File: src/hdl/mrw_pkg.sv
// Package for the mode-1 rail and watchdog configuration bank.
// Assumes one 40 MHz clock domain and a two-wire target port sampled on that clock.
package mrw_pkg;

	////////////////////////////////////////////////////////////////////////////
	// Register map
	localparam logic [7:0] MRW_RAIL_OFS = 8'h28;
	localparam logic [7:0] MRW_TMO_OFS = 8'h29;
	localparam logic [7:0] MRW_RAIL_RST = 8'h4F;
	localparam logic [7:0] MRW_TMO_RST = 8'h0C;
	localparam logic [7:0] MRW_UNMAPPED_RD = 8'h00;

	// Arbitrary target address, not tied to any real part
	localparam logic [6:0] MRW_DEV_ADDR = 7'h2A;

	////////////////////////////////////////////////////////////////////////////
	// Level decode, millivolts
	localparam logic [11:0] MRW_STEP_MV = 12'h019;
	localparam logic [11:0] MRW_AON_BASE_MV = 12'h6A4;
	localparam logic [4:0] MRW_AON_MAX_CODE = 5'h08;
	localparam logic [11:0] MRW_SYS_BASE_MV = 12'h5DC;
	localparam logic [4:0] MRW_SYS_MAX_CODE = 5'h18;
	localparam logic [11:0] MRW_BOOST_MV = 12'h4B0;
	localparam logic [11:0] MRW_RST_LEVEL_MV = 12'h708;

	////////////////////////////////////////////////////////////////////////////
	// Watchdog timeout codes and periods in seconds
	localparam logic [1:0] MRW_WD_OFF = 2'h0;
	localparam logic [1:0] MRW_WD_16 = 2'h1;
	localparam logic [1:0] MRW_WD_32 = 2'h2;
	localparam logic [7:0] MRW_WD_16_S = 8'h10;
	localparam logic [7:0] MRW_WD_32_S = 8'h20;
	localparam logic [7:0] MRW_WD_64_S = 8'h40;

	////////////////////////////////////////////////////////////////////////////
	// Field layouts, msb first
	typedef struct packed {
		logic [3:0] aon_reg_level_m1;
		logic core_buck_on_m1;
		logic sys_buck_on_m1;
		logic aon_reg_on_m1;
		logic sys_linreg_on_m1;
	} mrw_rail_cfg_t;

	typedef struct packed {
		logic [1:0] timeout_select_m1;
		logic sys_linreg_boost_m1;
		logic [4:0] sys_linreg_base_m1;
	} mrw_tmo_cfg_t;

	// Settings handed to the regulators and watchdog
	typedef struct packed {
		logic core_buck_on;
		logic sys_buck_on;
		logic aon_reg_on;
		logic sys_linreg_on;
		logic [11:0] aon_mv;
		logic [11:0] sys_mv;
		logic [7:0] wd_sec;
	} mrw_apply_t;

	localparam mrw_apply_t MRW_APPLY_RST = '{1'b1, 1'b1, 1'b1, 1'b1,
		MRW_RST_LEVEL_MV, MRW_RST_LEVEL_MV, 8'h00};

	typedef enum logic [2:0] {
		MRW_IDLE = 3'b000,
		MRW_ADDR = 3'b001,
		MRW_ACK_A = 3'b010,
		MRW_WR = 3'b011,
		MRW_ACK_W = 3'b100,
		MRW_RD = 3'b101,
		MRW_RD_ACK = 3'b110
	} mrw_state_t;

endpackage : mrw_pkg

File: src/hdl/mrw_level_dec.sv
// Saturating level decode for the two linear regulator codes.
// Assumes stable register fields on its inputs; purely combinational.
`timescale 1ns/1ps
module mrw_level_dec (
	input wire logic [3:0] aon_code,
	input wire logic [4:0] sys_code,
	input wire logic sys_boost,
	output logic [11:0] aon_mv,
	output logic [11:0] sys_mv
);
	import mrw_pkg::*;

	// Codes past the top of the table saturate at the last entry
	function automatic logic [11:0] sat_level(input logic [4:0] code, input logic [4:0] max_code,
		input logic [11:0] base);
		logic [4:0] c;
		c = (code > max_code) ? max_code : code;
		sat_level = base + 12'(c) * MRW_STEP_MV;
	endfunction : sat_level

	////////////////////////////////////////////////////////////////////////////
	// Always-on and system regulator levels
	always_comb begin
		aon_mv = sat_level({1'b0, aon_code}, MRW_AON_MAX_CODE, MRW_AON_BASE_MV);
		sys_mv = sat_level(sys_code, MRW_SYS_MAX_CODE, MRW_SYS_BASE_MV) +
			(sys_boost ? MRW_BOOST_MV : 12'h000);
	end
endmodule : mrw_level_dec

File: src/hdl/mrw_wd_dec.sv
// Watchdog timeout select to period in seconds; zero means disabled.
// Assumes the counter elsewhere treats a zero period as off.
`timescale 1ns/1ps
module mrw_wd_dec (
	input wire logic [1:0] sel,
	output logic [7:0] wd_sec
);
	import mrw_pkg::*;

	// Four codes, all legal
	always_comb begin
		unique case (sel)
			MRW_WD_OFF: wd_sec = 8'h00;
			MRW_WD_16: wd_sec = MRW_WD_16_S;
			MRW_WD_32: wd_sec = MRW_WD_32_S;
			default: wd_sec = MRW_WD_64_S;
		endcase
	end
endmodule : mrw_wd_dec

File: src/hdl/mrw_cfg_bank.sv
// Mode-1 rail enable, level and watchdog configuration bank behind a two-wire target port.
// Assumes scl and sda inputs already synchronous to ref_clk, and an external open-drain pad.
// Summary of operation
// - Bits 7:4 at 28h set always-on level
// - Bit 3 at 28h enables core buck
// - Bit 2 at 28h enables system buck
// - Bit 1 at 28h enables always-on regulator
// - Bit 0 at 28h enables system regulator
// - Bits 7:6 at 29h pick watchdog timeout
// - Bit 5 at 29h adds 1.2 V offset
// - Bits 4:0 at 29h set system level
// - Both registers read back last written value
`timescale 1ns/1ps
module mrw_cfg_bank (
	input wire logic ref_clk,
	input wire logic rst,
	input wire logic scl,
	input wire logic sda_in,
	output logic sda_out,
	output logic sda_oe,
	input wire logic mode1_active,
	output mrw_pkg::mrw_apply_t apply
);
	import mrw_pkg::*;

	mrw_state_t state_q, state_d;
	logic [3:0] cnt_q, cnt_d;
	logic [7:0] shift_q, shift_d;
	logic [7:0] ptr_q, ptr_d;
	logic first_q, first_d;
	logic rw_q, rw_d;
	logic nack_q, nack_d;
	logic oe_q, oe_d;
	logic scl_q, sda_q;
	mrw_rail_cfg_t rail_q, rail_d;
	mrw_tmo_cfg_t tmo_q, tmo_d;
	mrw_apply_t apply_q, apply_d;
	logic [11:0] aon_mv, sys_mv;
	logic [7:0] wd_sec;
	logic scl_rise, scl_fall, start_c, stop_c;
	logic wr_en;
	logic [7:0] wr_data;

	// Unmapped pointers read zero and swallow writes
	function automatic logic [7:0] rd_byte(input logic [7:0] p, input mrw_rail_cfg_t r,
		input mrw_tmo_cfg_t t);
		if (p == MRW_RAIL_OFS) rd_byte = r;
		else if (p == MRW_TMO_OFS) rd_byte = t;
		else rd_byte = MRW_UNMAPPED_RD;
	endfunction : rd_byte

	////////////////////////////////////////////////////////////////////////////
	// Bus line events from the previous sample
	always_comb begin
		scl_rise = scl & ~scl_q;
		scl_fall = ~scl & scl_q;
		start_c = scl & scl_q & sda_q & ~sda_in;
		stop_c = scl & scl_q & ~sda_q & sda_in;
	end

	////////////////////////////////////////////////////////////////////////////
	// Target protocol: address, pointer byte, then auto-incrementing data
	always_comb begin
		state_d = state_q;
		cnt_d = cnt_q;
		shift_d = shift_q;
		ptr_d = ptr_q;
		first_d = first_q;
		rw_d = rw_q;
		nack_d = nack_q;
		oe_d = oe_q;
		wr_en = 1'b0;
		wr_data = shift_q;
		if (start_c) begin
			// Repeated start keeps the pointer for a following read
			state_d = MRW_ADDR;
			cnt_d = 4'h0;
			oe_d = 1'b0;
		end else if (stop_c) begin
			state_d = MRW_IDLE;
			oe_d = 1'b0;
		end else begin
			unique case (state_q)
				MRW_IDLE: begin
					oe_d = 1'b0;
				end
				MRW_ADDR, MRW_WR: begin
					if (scl_rise) begin
						shift_d = {shift_q[6:0], sda_in};
						cnt_d = cnt_q + 4'h1;
					end else if (scl_fall && cnt_q == 4'h8) begin
						cnt_d = 4'h0;
						if (state_q == MRW_ADDR) begin
							// Foreign address: stay silent until next start
							if (shift_q[7:1] == MRW_DEV_ADDR) begin
								state_d = MRW_ACK_A;
								rw_d = shift_q[0];
								oe_d = 1'b1;
							end else begin
								state_d = MRW_IDLE;
							end
						end else begin
							state_d = MRW_ACK_W;
							oe_d = 1'b1;
							if (first_q) begin
								ptr_d = shift_q;
								first_d = 1'b0;
							end else begin
								wr_en = 1'b1;
								ptr_d = ptr_q + 8'h01;
							end
						end
					end
				end
				MRW_ACK_A: begin
					if (scl_fall) begin
						cnt_d = 4'h0;
						if (rw_q) begin
							shift_d = rd_byte(ptr_q, rail_q, tmo_q);
							ptr_d = ptr_q + 8'h01;
							oe_d = ~shift_d[7];
							state_d = MRW_RD;
						end else begin
							oe_d = 1'b0;
							first_d = 1'b1;
							state_d = MRW_WR;
						end
					end
				end
				MRW_ACK_W: begin
					if (scl_fall) begin
						oe_d = 1'b0;
						state_d = MRW_WR;
					end
				end
				MRW_RD: begin
					if (scl_rise) begin
						cnt_d = cnt_q + 4'h1;
					end else if (scl_fall) begin
						if (cnt_q == 4'h8) begin
							oe_d = 1'b0;
							state_d = MRW_RD_ACK;
						end else begin
							shift_d = {shift_q[6:0], 1'b0};
							oe_d = ~shift_d[7];
						end
					end
				end
				MRW_RD_ACK: begin
					if (scl_rise) begin
						nack_d = sda_in;
					end else if (scl_fall) begin
						if (nack_q) begin
							state_d = MRW_IDLE;
						end else begin
							cnt_d = 4'h0;
							shift_d = rd_byte(ptr_q, rail_q, tmo_q);
							ptr_d = ptr_q + 8'h01;
							oe_d = ~shift_d[7];
							state_d = MRW_RD;
						end
					end
				end
				default: begin
					state_d = MRW_IDLE;
					oe_d = 1'b0;
				end
			endcase
		end
	end

	////////////////////////////////////////////////////////////////////////////
	// Configuration storage; reads have no side effect on any field
	always_comb begin
		rail_d = rail_q;
		tmo_d = tmo_q;
		if (wr_en && ptr_q == MRW_RAIL_OFS) rail_d = wr_data;
		if (wr_en && ptr_q == MRW_TMO_OFS) tmo_d = wr_data;
	end

	mrw_level_dec u_level (
		.aon_code(rail_q.aon_reg_level_m1),
		.sys_code(tmo_q.sys_linreg_base_m1),
		.sys_boost(tmo_q.sys_linreg_boost_m1),
		.aon_mv(aon_mv),
		.sys_mv(sys_mv)
	);

	mrw_wd_dec u_wd (
		.sel(tmo_q.timeout_select_m1),
		.wd_sec(wd_sec)
	);

	////////////////////////////////////////////////////////////////////////////
	// Applied settings follow storage only in mode 1, otherwise hold
	always_comb begin
		apply_d = apply_q;
		if (mode1_active) begin
			apply_d.core_buck_on = rail_q.core_buck_on_m1;
			apply_d.sys_buck_on = rail_q.sys_buck_on_m1;
			apply_d.aon_reg_on = rail_q.aon_reg_on_m1;
			apply_d.sys_linreg_on = rail_q.sys_linreg_on_m1;
			apply_d.aon_mv = aon_mv;
			apply_d.sys_mv = sys_mv;
			apply_d.wd_sec = wd_sec;
		end
	end

	////////////////////////////////////////////////////////////////////////////
	// Registers
	always_ff @(posedge ref_clk or posedge rst) begin
		if (rst) begin
			state_q <= MRW_IDLE;
			cnt_q <= 4'h0;
			shift_q <= 8'h00;
			ptr_q <= 8'h00;
			first_q <= 1'b0;
			rw_q <= 1'b0;
			nack_q <= 1'b0;
			oe_q <= 1'b0;
			scl_q <= 1'b1;
			sda_q <= 1'b1;
			rail_q <= MRW_RAIL_RST;
			tmo_q <= MRW_TMO_RST;
			apply_q <= MRW_APPLY_RST;
		end else begin
			state_q <= state_d;
			cnt_q <= cnt_d;
			shift_q <= shift_d;
			ptr_q <= ptr_d;
			first_q <= first_d;
			rw_q <= rw_d;
			nack_q <= nack_d;
			oe_q <= oe_d;
			scl_q <= scl;
			sda_q <= sda_in;
			rail_q <= rail_d;
			tmo_q <= tmo_d;
			apply_q <= apply_d;
		end
	end

	// Open drain: only ever pulls low
	always_comb begin
		sda_out = 1'b0;
		sda_oe = oe_q;
		apply = apply_q;
	end

	////////////////////////////////////////////////////////////////////////////
	// Checks
	property p_aon_level;
		@(posedge ref_clk) disable iff (rst)
		mode1_active && rail_q.aon_reg_level_m1 <= 4'h8 |=>
			apply_q.aon_mv == 12'h6A4 + 12'h019 * 12'($past(rail_q.aon_reg_level_m1));
	endproperty
	a_aon_level: assert property (p_aon_level) else $error("always-on level wrong");

	property p_aon_sat;
		@(posedge ref_clk) disable iff (rst)
		mode1_active && rail_q.aon_reg_level_m1 > 4'h8 |=> apply_q.aon_mv == 12'h76C;
	endproperty
	a_aon_sat: assert property (p_aon_sat) else $error("always-on level not saturated");

	property p_core_en;
		@(posedge ref_clk) disable iff (rst)
		mode1_active |=> apply_q.core_buck_on == $past(rail_q.core_buck_on_m1);
	endproperty
	a_core_en: assert property (p_core_en) else $error("core buck enable wrong");

	property p_sys_buck_en;
		@(posedge ref_clk) disable iff (rst)
		mode1_active |=> apply_q.sys_buck_on == $past(rail_q.sys_buck_on_m1);
	endproperty
	a_sys_buck_en: assert property (p_sys_buck_en) else $error("system buck enable wrong");

	property p_aon_en;
		@(posedge ref_clk) disable iff (rst)
		mode1_active |=> apply_q.aon_reg_on == $past(rail_q.aon_reg_on_m1);
	endproperty
	a_aon_en: assert property (p_aon_en) else $error("always-on enable wrong");

	property p_sys_lin_en;
		@(posedge ref_clk) disable iff (rst)
		mode1_active |=> apply_q.sys_linreg_on == $past(rail_q.sys_linreg_on_m1);
	endproperty
	a_sys_lin_en: assert property (p_sys_lin_en) else $error("system regulator enable wrong");

	property p_wd_32;
		@(posedge ref_clk) disable iff (rst)
		mode1_active && tmo_q.timeout_select_m1 == 2'h2 |=> apply_q.wd_sec == 8'h20;
	endproperty
	a_wd_32: assert property (p_wd_32) else $error("watchdog period wrong");

	property p_boost;
		@(posedge ref_clk) disable iff (rst)
		mode1_active && tmo_q.sys_linreg_boost_m1 |=> apply_q.sys_mv >= 12'hA8C;
	endproperty
	a_boost: assert property (p_boost) else $error("offset not added");

	property p_sys_sat;
		@(posedge ref_clk) disable iff (rst)
		mode1_active && !tmo_q.sys_linreg_boost_m1 && tmo_q.sys_linreg_base_m1 > 5'h18 |=>
			apply_q.sys_mv == 12'h834;
	endproperty
	a_sys_sat: assert property (p_sys_sat) else $error("system level not saturated");

	property p_store;
		@(posedge ref_clk) disable iff (rst)
		wr_en && ptr_q == 8'h29 |=> tmo_q == $past(wr_data) ##1 $stable(tmo_q) || wr_en;
	endproperty
	a_store: assert property (p_store) else $error("write not stored");

	property p_hold;
		@(posedge ref_clk) disable iff (rst)
		!mode1_active |=> $stable(apply_q);
	endproperty
	a_hold: assert property (p_hold) else $error("settings changed outside mode 1");
endmodule : mrw_cfg_bank

File: config.mk
export PLATFORM = sky130hd
export DESIGN_NAME = mrw_cfg_bank
export DESIGN_NICKNAME = d
export VERILOG_FILES = /design/src/hdl/mrw_pkg.sv /design/src/hdl/mrw_level_dec.sv /design/src/hdl/mrw_wd_dec.sv /design/src/hdl/mrw_cfg_bank.sv
export SDC_FILE = /design/constraint.sdc
export NUM_CORES = 1
export LEC_CHECK = 0
export BUFFER_PORTS_ARGS = -buffer_cell sky130_fd_sc_hd__buf_2
export CAP_MARGIN = 20
export CORE_UTILIZATION = 61
export CTS_BUF_LIST = sky130_fd_sc_hd__clkbuf_4 sky130_fd_sc_hd__clkbuf_8
export DETAILED_ROUTE_END_ITERATION = 7
export PLACE_DENSITY = 0.88
export SLEW_MARGIN = 20
export SYNTH_ARGS = -nofsm -noshare
export SYNTH_HDL_FRONTEND = slang
export SYNTH_HIERARCHICAL = 1
export SYNTH_SLANG_ARGS = --single-unit
File: constraint.sdc
create_clock -name ref_clk -period 5 [get_ports ref_clk]
set_input_delay 0.25 -clock ref_clk [delete_from_list [all_inputs] [get_ports ref_clk]]
set_output_delay 0.25 -clock ref_clk [all_outputs]
set_load 0.02 [all_outputs]
# Word-level counts from Yosys, hierarchy flattened
# Cells that the tools add are included.
# classes
bitwise_logic	17
reduce_logical	18
addsub	5
muxes	92
order_cmp	2
multipliers	2
eq_ne	44
# ops
op	n
2-to-1 mux 8 bit	31
inequality test 4 bit (second input constant)	11
2-to-1 mux 3 bit	14
2-to-1 mux 4 bit	10
case mux 8 bit (4 select lines)	1
inequality test 2 bit (second input constant)	14
2-to-1 mux 1 bit	27
adder 11 x 10 -> 12 bit (first input constant)	2
case mux 8 bit (3 select lines)	1
case mux 7 bit (3 select lines)	1
multiplier 5 x 5 -> 10 bit (second input constant)	2
AND reduction 10 bit	2
inequality test 3 bit (second input constant)	6
case mux 3 bit (6 select lines)	1
== test 8 x 6 -> 1 bit (second input constant)	2
case mux 4 bit (4 select lines)	1
AND reduction 8 bit	2
adder 12 bit	1
AND reduction 12 bit	1
2-to-1 mux 11 bit	1
AND reduction 11 bit	1
NOT 1 bit	10
== test 3 bit (second input constant)	3
adder 8 x 1 -> 8 bit (second input constant)	1
other kinds (25)	34
# word_totals
reg_bits	81
input_bits	5

# Longest topological paths before layout
# Gate-level depths: netlist of the first run.
# depth
word_depth	16
ltp_mapped	14
mapped_depth_nobuf	14

# Modules after synthesis
# Netlist of the first run, hierarchy kept.
# by_module_without_submodules
mod	area_per_inst_um2	n_inst	cells_per_inst	seq_area_each_um2
mrw_cfg_bank	4018.9	1	352	2053.2
mrw_level_dec	897.1	1	107	0.0
mrw_wd_dec	63.8	1	9	0.0

# Least setup slack after synthesis of the first run
# OpenSTA, ideal clock, no wires.
# synth_timing
path_type	register to register
from	register tmo_q[3] (netlist name)
to	register apply_q, in the netlist apply[19]
arrival_time_ps	3698
setup_time_ps	125
setup_slack_ps	1177
n_path_buf	0
stages_incl_launch_ff	14
cell_sequence	dfstp_2 ha_1 nor2b_1 ha_1 fa_1 ha_1 ha_1 ha_1 inv_1 fa_1 nand2b_1 a2111oi_0 a311oi_1 mux2_2
# synth_between
elab_chain_len	5
# synth_lines
element	line	source
from (decl)	mrw_cfg_bank.sv:36	mrw_tmo_cfg_t tmo_q, tmo_d;
from (signal assigned)	mrw_cfg_bank.sv:238	tmo_q <= tmo_d;
greater-than comparator 5 bit	mrw_level_dec.sv:17	c = (code > max_code) ? max_code : code;
2-to-1 mux 5 bit *	mrw_level_dec.sv:17	
multiplier 5 x 5 -> 10 bit *	mrw_level_dec.sv:18	sat_level = base + 12'(c) * MRW_STEP_MV;
adder 11 x 10 -> 12 bit *	mrw_level_dec.sv:18	
adder 12 bit *	mrw_level_dec.sv:25	sys_mv = sat_level(sys_code, MRW_SYS_MAX_CODE, MRW_SYS_BASE_MV) +
named net sys_mv[11]	mrw_cfg_bank.sv:38	logic [11:0] aon_mv, sys_mv;
to (signal assigned)	mrw_cfg_bank.sv:239	apply_q <= apply_d;
to (decl)	mrw_cfg_bank.sv:37	mrw_apply_t apply_q, apply_d;
# The timed path passes the listed nets; every way through them passes the cells marked *.
# A chain may end at the register's enable or synchronous reset.

# Final worst setup path of the first run
# Same ends and word-level chain as after synthesis.

==> results of run 1 <==
power breakdown:
group / switching, uW / internal [uW] / total [uW] / leakage [uW]
Clock: 261 / 253 / 514 / 0.000110
Combinational: 279 / 199 / 477 / 0.00141
Sequential: 154 / 731 / 885 / 0.000967
Total: 694 / 1180 / 1880 / 0.00249
synthesized netlist by cell type (10+ instances only):
library cell | number | area, um^2
mux2_2 | 56 | 631
nand2_1 | 31 | 116
dfstp_2 | 21 | 552
nor2_1 | 22 | 82.6
o21ai_0 | 19 | 95.1
a21oi_1 | 30 | 150
buf_4 | 12 | 90.1
ha_1 | 36 | 450
dfrtp_1 | 60 | 1500
inv_1 | 27 | 101
nand2b_1 | 10 | 62.6
nor2b_1 | 15 | 93.8
flip-flops by register name (all words and copies together), names as in the netlist, 3 cells and up:
| register | count |
|---|---|
| ptr_q | 8 |
| tmo_q | 8 |
| state_q | 3 |
| rail_q | 8 |
| apply | 36 |
| shift_q | 8 |
| cnt_q | 4 |
critical path: stages, from the launching register on:
cell and delay, ns:
dfstp_2 0.59, ha_1 0.35, nor2b_1 0.15, ha_1 0.31, fa_1 0.46, ha_1 0.31
ha_1 0.28, ha_1 0.20, inv_1 0.07, fa_1 0.42, nand2b_1 0.19, a2111oi_0 0.39
a311oi_1 0.11, mux2_2 0.29
final cells by class:
class / instances / area (um^2) / share of cell area
Tap cell: 102 / 128 / 0.0235
Inverter: 27 / 103 / 0.0189
Clock inverter: 6 / 72.6 / 0.0134
Sequential cell: 81 / 2050 / 0.378
Timing Repair Buffer: 44 / 250 / 0.0461
Clock buffer: 10 / 138 / 0.0254
Multi-Input combinational cell: 336 / 2680 / 0.494
routing by layer:
| metal | up-vias | share of wire |
|---|---|---|
| met4 | 0 | 0.018 |
| met1 | 1777 | 0.43 |
| met5 | - | 0 |
| met2 | 107 | 0.50 |
| li1 | 1728 | - |
| met3 | 20 | 0.044 |
kinds of logic after synthesis:
kind of cell    synth area share
compound gates             0.143
flops                      0.412
fa+ha+maj                  0.115
simple gates               0.137
buf+inv                   0.0525
mux                        0.129
other cells              0.00301
xor+xnor                 0.00879
timing repair:
action,in CTS,in global routing
gates resized for setup,0,0
hold endpoints to repair,0,17
hold buffers,0,1
stage by stage:
| stage | hold WS (ns) | worst slack, ns | total power [uW] |
|---|---|---|---|
| 3_3_place_gp | 0.413 | 1.03 | 1330 |
| 4_1_cts | 0.0359 | 0.787 | 1880 |
| 5_1_grt | 0.0403 | 0.520 | 1990 |
| 6_report | 0.0513 | 0.763 | 1880 |
| 3_5_place_dp | 0.419 | 0.835 | 1360 |
| 2_1_floorplan | 0.254 | 1.18 | 1250 |
path summary, 6_finish.rpt:
kind                       startpoint         end  depth (start not counted)  slack (ns)
min in group asynchronous         rst  state_q[1]                          4        0.48
setup reg to reg             tmo_q[3]   apply[19]                         13        0.76
setup / recovery             tmo_q[3]   apply[19]                         13        0.76
max in group asynchronous         rst   apply[34]                          5        3.88
hold / removal                    scl       scl_q                          1        0.05
hold reg to reg                sda_oe      sda_oe                          1        0.50
==> flow_metrics.tcl, run 1 <==
set metrics [dict create \
    p_leak_uw 0.00249 \
    use_met3 0.0509 \
    die_h_um 92.4 \
    worst-setup-path-type "reg2reg" \
    finalCritPeriodShare 0.847 \
    clock_latency_ns 0.35 \
    hpwl_um 6950 \
    htree_num_levels 3 \
    grt_max_degree 82 \
    gp_congestion 0.952 \
    maxCapViolCount 0 \
    ir_drop_uv 259 \
    yosysSeqAreaShare 0.412 \
    finalWirelength_um 9890 \
    path_clk_slew_ns 0.09 \
    finalHoldViolations 0 \
    grt_usage 0.249 \
    postLayoutCoreUtil 0.695 \
    cts_tree "built" \
    setup_viol 0 \
    syn2layout_area_growth_pct 9.00 \
    hp-class "in2reg" \
    synth_seq_cells 81 \
    powerDensity_mw_per_mm2 346 \
    critPathLaunchType "flop" \
    max_freq_mhz 236 \
    ys_async_sr_fraction 1.00 \
    fp.dieW_um 92.4 \
    placement.io_buffers 41 \
    fin_cells 606 \
    grt-ovfl-total 0 \
    synthFlopType "dfrtp_1" \
    drt_pre_antenna_iters 5 \
    crit_arrival_ns 4.48 \
    grt_pass1_vias 3600 \
    cts_setup_buffers 0 \
    grt_use_met2 0.417 \
    root_buffer "clkbuf_8" \
    required_ns 5.24 \
    start_util 0.638 \
    fin_crit_ns 4.24 \
    skew_ns 0.0130 \
    clock_path_buffers 2 \
    io_pins 43 \
    tns_ns 0 \
    crit_path_max_fanout 9 \
    final_nets 546 \
    rows 32 \
    max-slew-margin-rel 0.319 \
    finalMaxSlewViolations 0 \
    top_usage_layer "met2" \
    post_drt_via_cell_ratio 5.99 \
    place_area_mm2 0.00518 \
    wl_per_cell_um 16.3 \
    cts_buffers 9 \
    gr-usage-met1 0.324 \
    n_fill_cell 568 \
    ant_nets 0 \
    syn_inst 468 \
    first_iter_violations 243 \
    cts.sinks 81 \
    placed_cells 588 \
    max_slew.worst_pin.slew_ns 1.02 \
    ys_warn_count 6 \
    syn_area_mm2 0.00498 \
    syn_avg_cell_area_um2 10.6 \
    num_vias 3632 \
    synth_cell_types 68 \
    outcome "completed" \
    dieArea_mm2 0.00853 \
    final_common_cell "dfrtp_1" \
    drive_above_1_share 0.306 \
    grt_pass1_wl_um 16800 \
    layout_common_cells "dfrtp_1, mux2_2, buf_2" \
    final_area_mm2 0.00543 \
    antenna_found_initial 0 \
    rsz0062_at_grt "no" \
    n_antenna_cell 0 \
    core-area_mm2 0.00781 \
    endpoint_kind "flop" \
    drc 0 \
    synth_edf_count 0 \
]
Power figures use the tool's default switching activity.
==> run 2, diff against run 1 <==
==> constraint.sdc (replaced) <==
create_clock -name ref_clk -period 4 [get_ports ref_clk]
set_input_delay 0.2 -clock ref_clk [delete_from_list [all_inputs] [get_ports ref_clk]]
set_output_delay 0.2 -clock ref_clk [all_outputs]
set_load 0.02 [all_outputs]
==> run 2 against run 1 <==
Against the previous run:
- final area rose by 1.2%
- via count rose by 2.9%
- sequential cell count is the same
- register-to-register slack lost 0.71 ns
- power grew 21%
- critical path type unchanged
- highest routed layer unchanged
==> flow_metrics.tcl, run 2 (synthesized netlist as in run 1, its figures left out) <==
set metrics [dict create \
    crit_path_max_fanout 5 \
    ant_nets 0 \
    finalWirelength_um 10800 \
    critPathLaunchType "flop" \
    n_antenna_cell 0 \
    max_stage_delay_ns 0.60 \
    ir_drop_uv 298 \
    p_leak_uw 0.00248 \
    antenna_found_initial 0 \
    maxCapViolCount 0 \
    htree_num_levels 3 \
    finalCritPeriodShare 0.986 \
    max_slew.worst_pin.slew_ns 1.03 \
    grt_pass1_vias 3699 \
    core-area_mm2 0.00781 \
    cts_tree "built" \
    finalMaxSlewViolations 0 \
    wl_per_cell_um 17.7 \
    path_common_cell "ha_4" \
    drive_above_1_share 0.322 \
    endpoint_kind "flop" \
    fin_cells 611 \
    drt_pre_antenna_iters 5 \
    max_freq_mhz 254 \
    p_total_uw 2270 \
    placement.io_buffers 41 \
    root_buffer "clkbuf_8" \
    holdWs_ns 0.495 \
    max-slew-margin-rel 0.317 \
    final_area_mm2 0.00550 \
    grt_usage 0.262 \
    intPower_uw 1400 \
    post_drt_via_cell_ratio 6.11 \
    path_clk_slew_ns 0.09 \
    first_iter_violations 226 \
    power_switching_uw 878 \
    layout_common_cells "dfrtp_1, mux2_2, buf_2" \
    p_seq_frac 0.486 \
    placed_cells 590 \
    fin_crit_ns 3.94 \
    cts_buffers 9 \
    powerDensity_mw_per_mm2 414 \
    drc 0 \
    rows 32 \
    required_ns 4.25 \
    skew_ns 0.00997 \
    hp-class "in2async" \
    final_nets 551 \
    postLayoutCoreUtil 0.704 \
    slowest_stage "dfstp_2" \
    dieArea_mm2 0.00853 \
    final_common_cell "dfrtp_1" \
    crit_arrival_ns 4.19 \
    place_area_mm2 0.00519 \
    finalHoldViolations 0 \
    p_sw_frac 0.386 \
    clock_latency_ns 0.36 \
    outcome "completed" \
    clockPowerShare 0.250 \
    setup_viol 0 \
    path_cells "ha_4, nor2b_1, ha_1, fa_1, ha_1, ha_4, ha_4, inv_1, fa_2, nand2b_4, a2111oi_4, a311oi_2, mux2_2" \
    fp.dieW_um 92.4 \
    worst-setup-path-type "reg2reg" \
    hpwl_um 7370 \
    syn2layout_area_growth_pct 10.4 \
    grt-ovfl-total 0 \
    share_comb_of_total_power 0.264 \
    die_h_um 92.4 \
    gp_congestion 0.897 \
    num_vias 3736 \
    n_fill_cell 532 \
    start_util 0.638 \
    largest_register_ffs 36 \
    io_pins 43 \
    grt_max_degree 43 \
    cts.sinks 81 \
    grt_pass1_wl_um 17500 \
    clock_path_buffers 2 \
]
## run 2: final cells by class
type,count,area (um^2),area share
multi-input combinational,336,2760,0.502
sequential,81,2050,0.374
timing repair buffer,49,273,0.0496
clock inverter,7,58.8,0.0107
inverter,27,103,0.0187
clock buffer,9,124,0.0225
tap,102,128,0.0232
## run 2: worst max-delay path, delay by kind of cell (launching register included)
family	cells	cell delay, ns
multiplexers	1	0.29
AO/OA/AOI/OAI	2	0.46
flip-flops	1	0.60
AND/OR/NAND/NOR	2	0.24
buffers and inverters	1	0.07
adder cells (fa/ha/maj)	7	2.17
## run 2: layer usage
metal | wire, um | GRT usage | up-vias
li1 | - | - | 1730
met1 | 4570 | 0.332 | 1849
met2 | 5450 | 0.431 | 118
met3 | 392 | 0.0427 | 39
met4 | 410 | 0.135 | 0
met5 | 0 | 0 | -
## run 2: power by group through the flow
stage               Sequential (uW)  Combinational, uW  Clock [uW]
finish                         1110                600         569
global route                   1130                671         606
CTS                            1100                597         577
detailed placement             1110                593           0
global placement               1100                559           0
floorplan                      1020                545           0
## run 2: repair_timing
item | in CTS | in global routing
resized for setup | 4 | 7
pin swaps | 0 | 6
setup buffers | 0 | 2
setup endpoints to repair | 1 | 1
hold buffers | 3 | 0
endpoints found under the hold margin | 30 | 0
## run 2: worst paths after layout
kind | start | end | slack, ns | depth (start not counted)
max reg2reg | tmo_q[3] | apply[19] | 0.06 | 13
max in group asynchronous | rst | apply[18] | 2.52 | 4
min in group ref_clk | sda_oe | sda_oe | 0.50 | 1
min reg2reg | sda_oe | sda_oe | 0.50 | 1
max | tmo_q[3] | apply[19] | 0.06 | 13
min | rst | apply[27] | 0.49 | 3
## run 2: metrics by stage
| stage | worst slack (ns) | TNS (ns) |
|---|---|---|
| after global routing | -0.0544 | -0.0544 |
| after CTS | 0.0109 | 0 |
| after floorplan | 0.177 | 0 |
| after detailed placement | -0.115 | -0.115 |
| final | 0.0555 | 0 |
| after global placement | 0.175 | 0 |
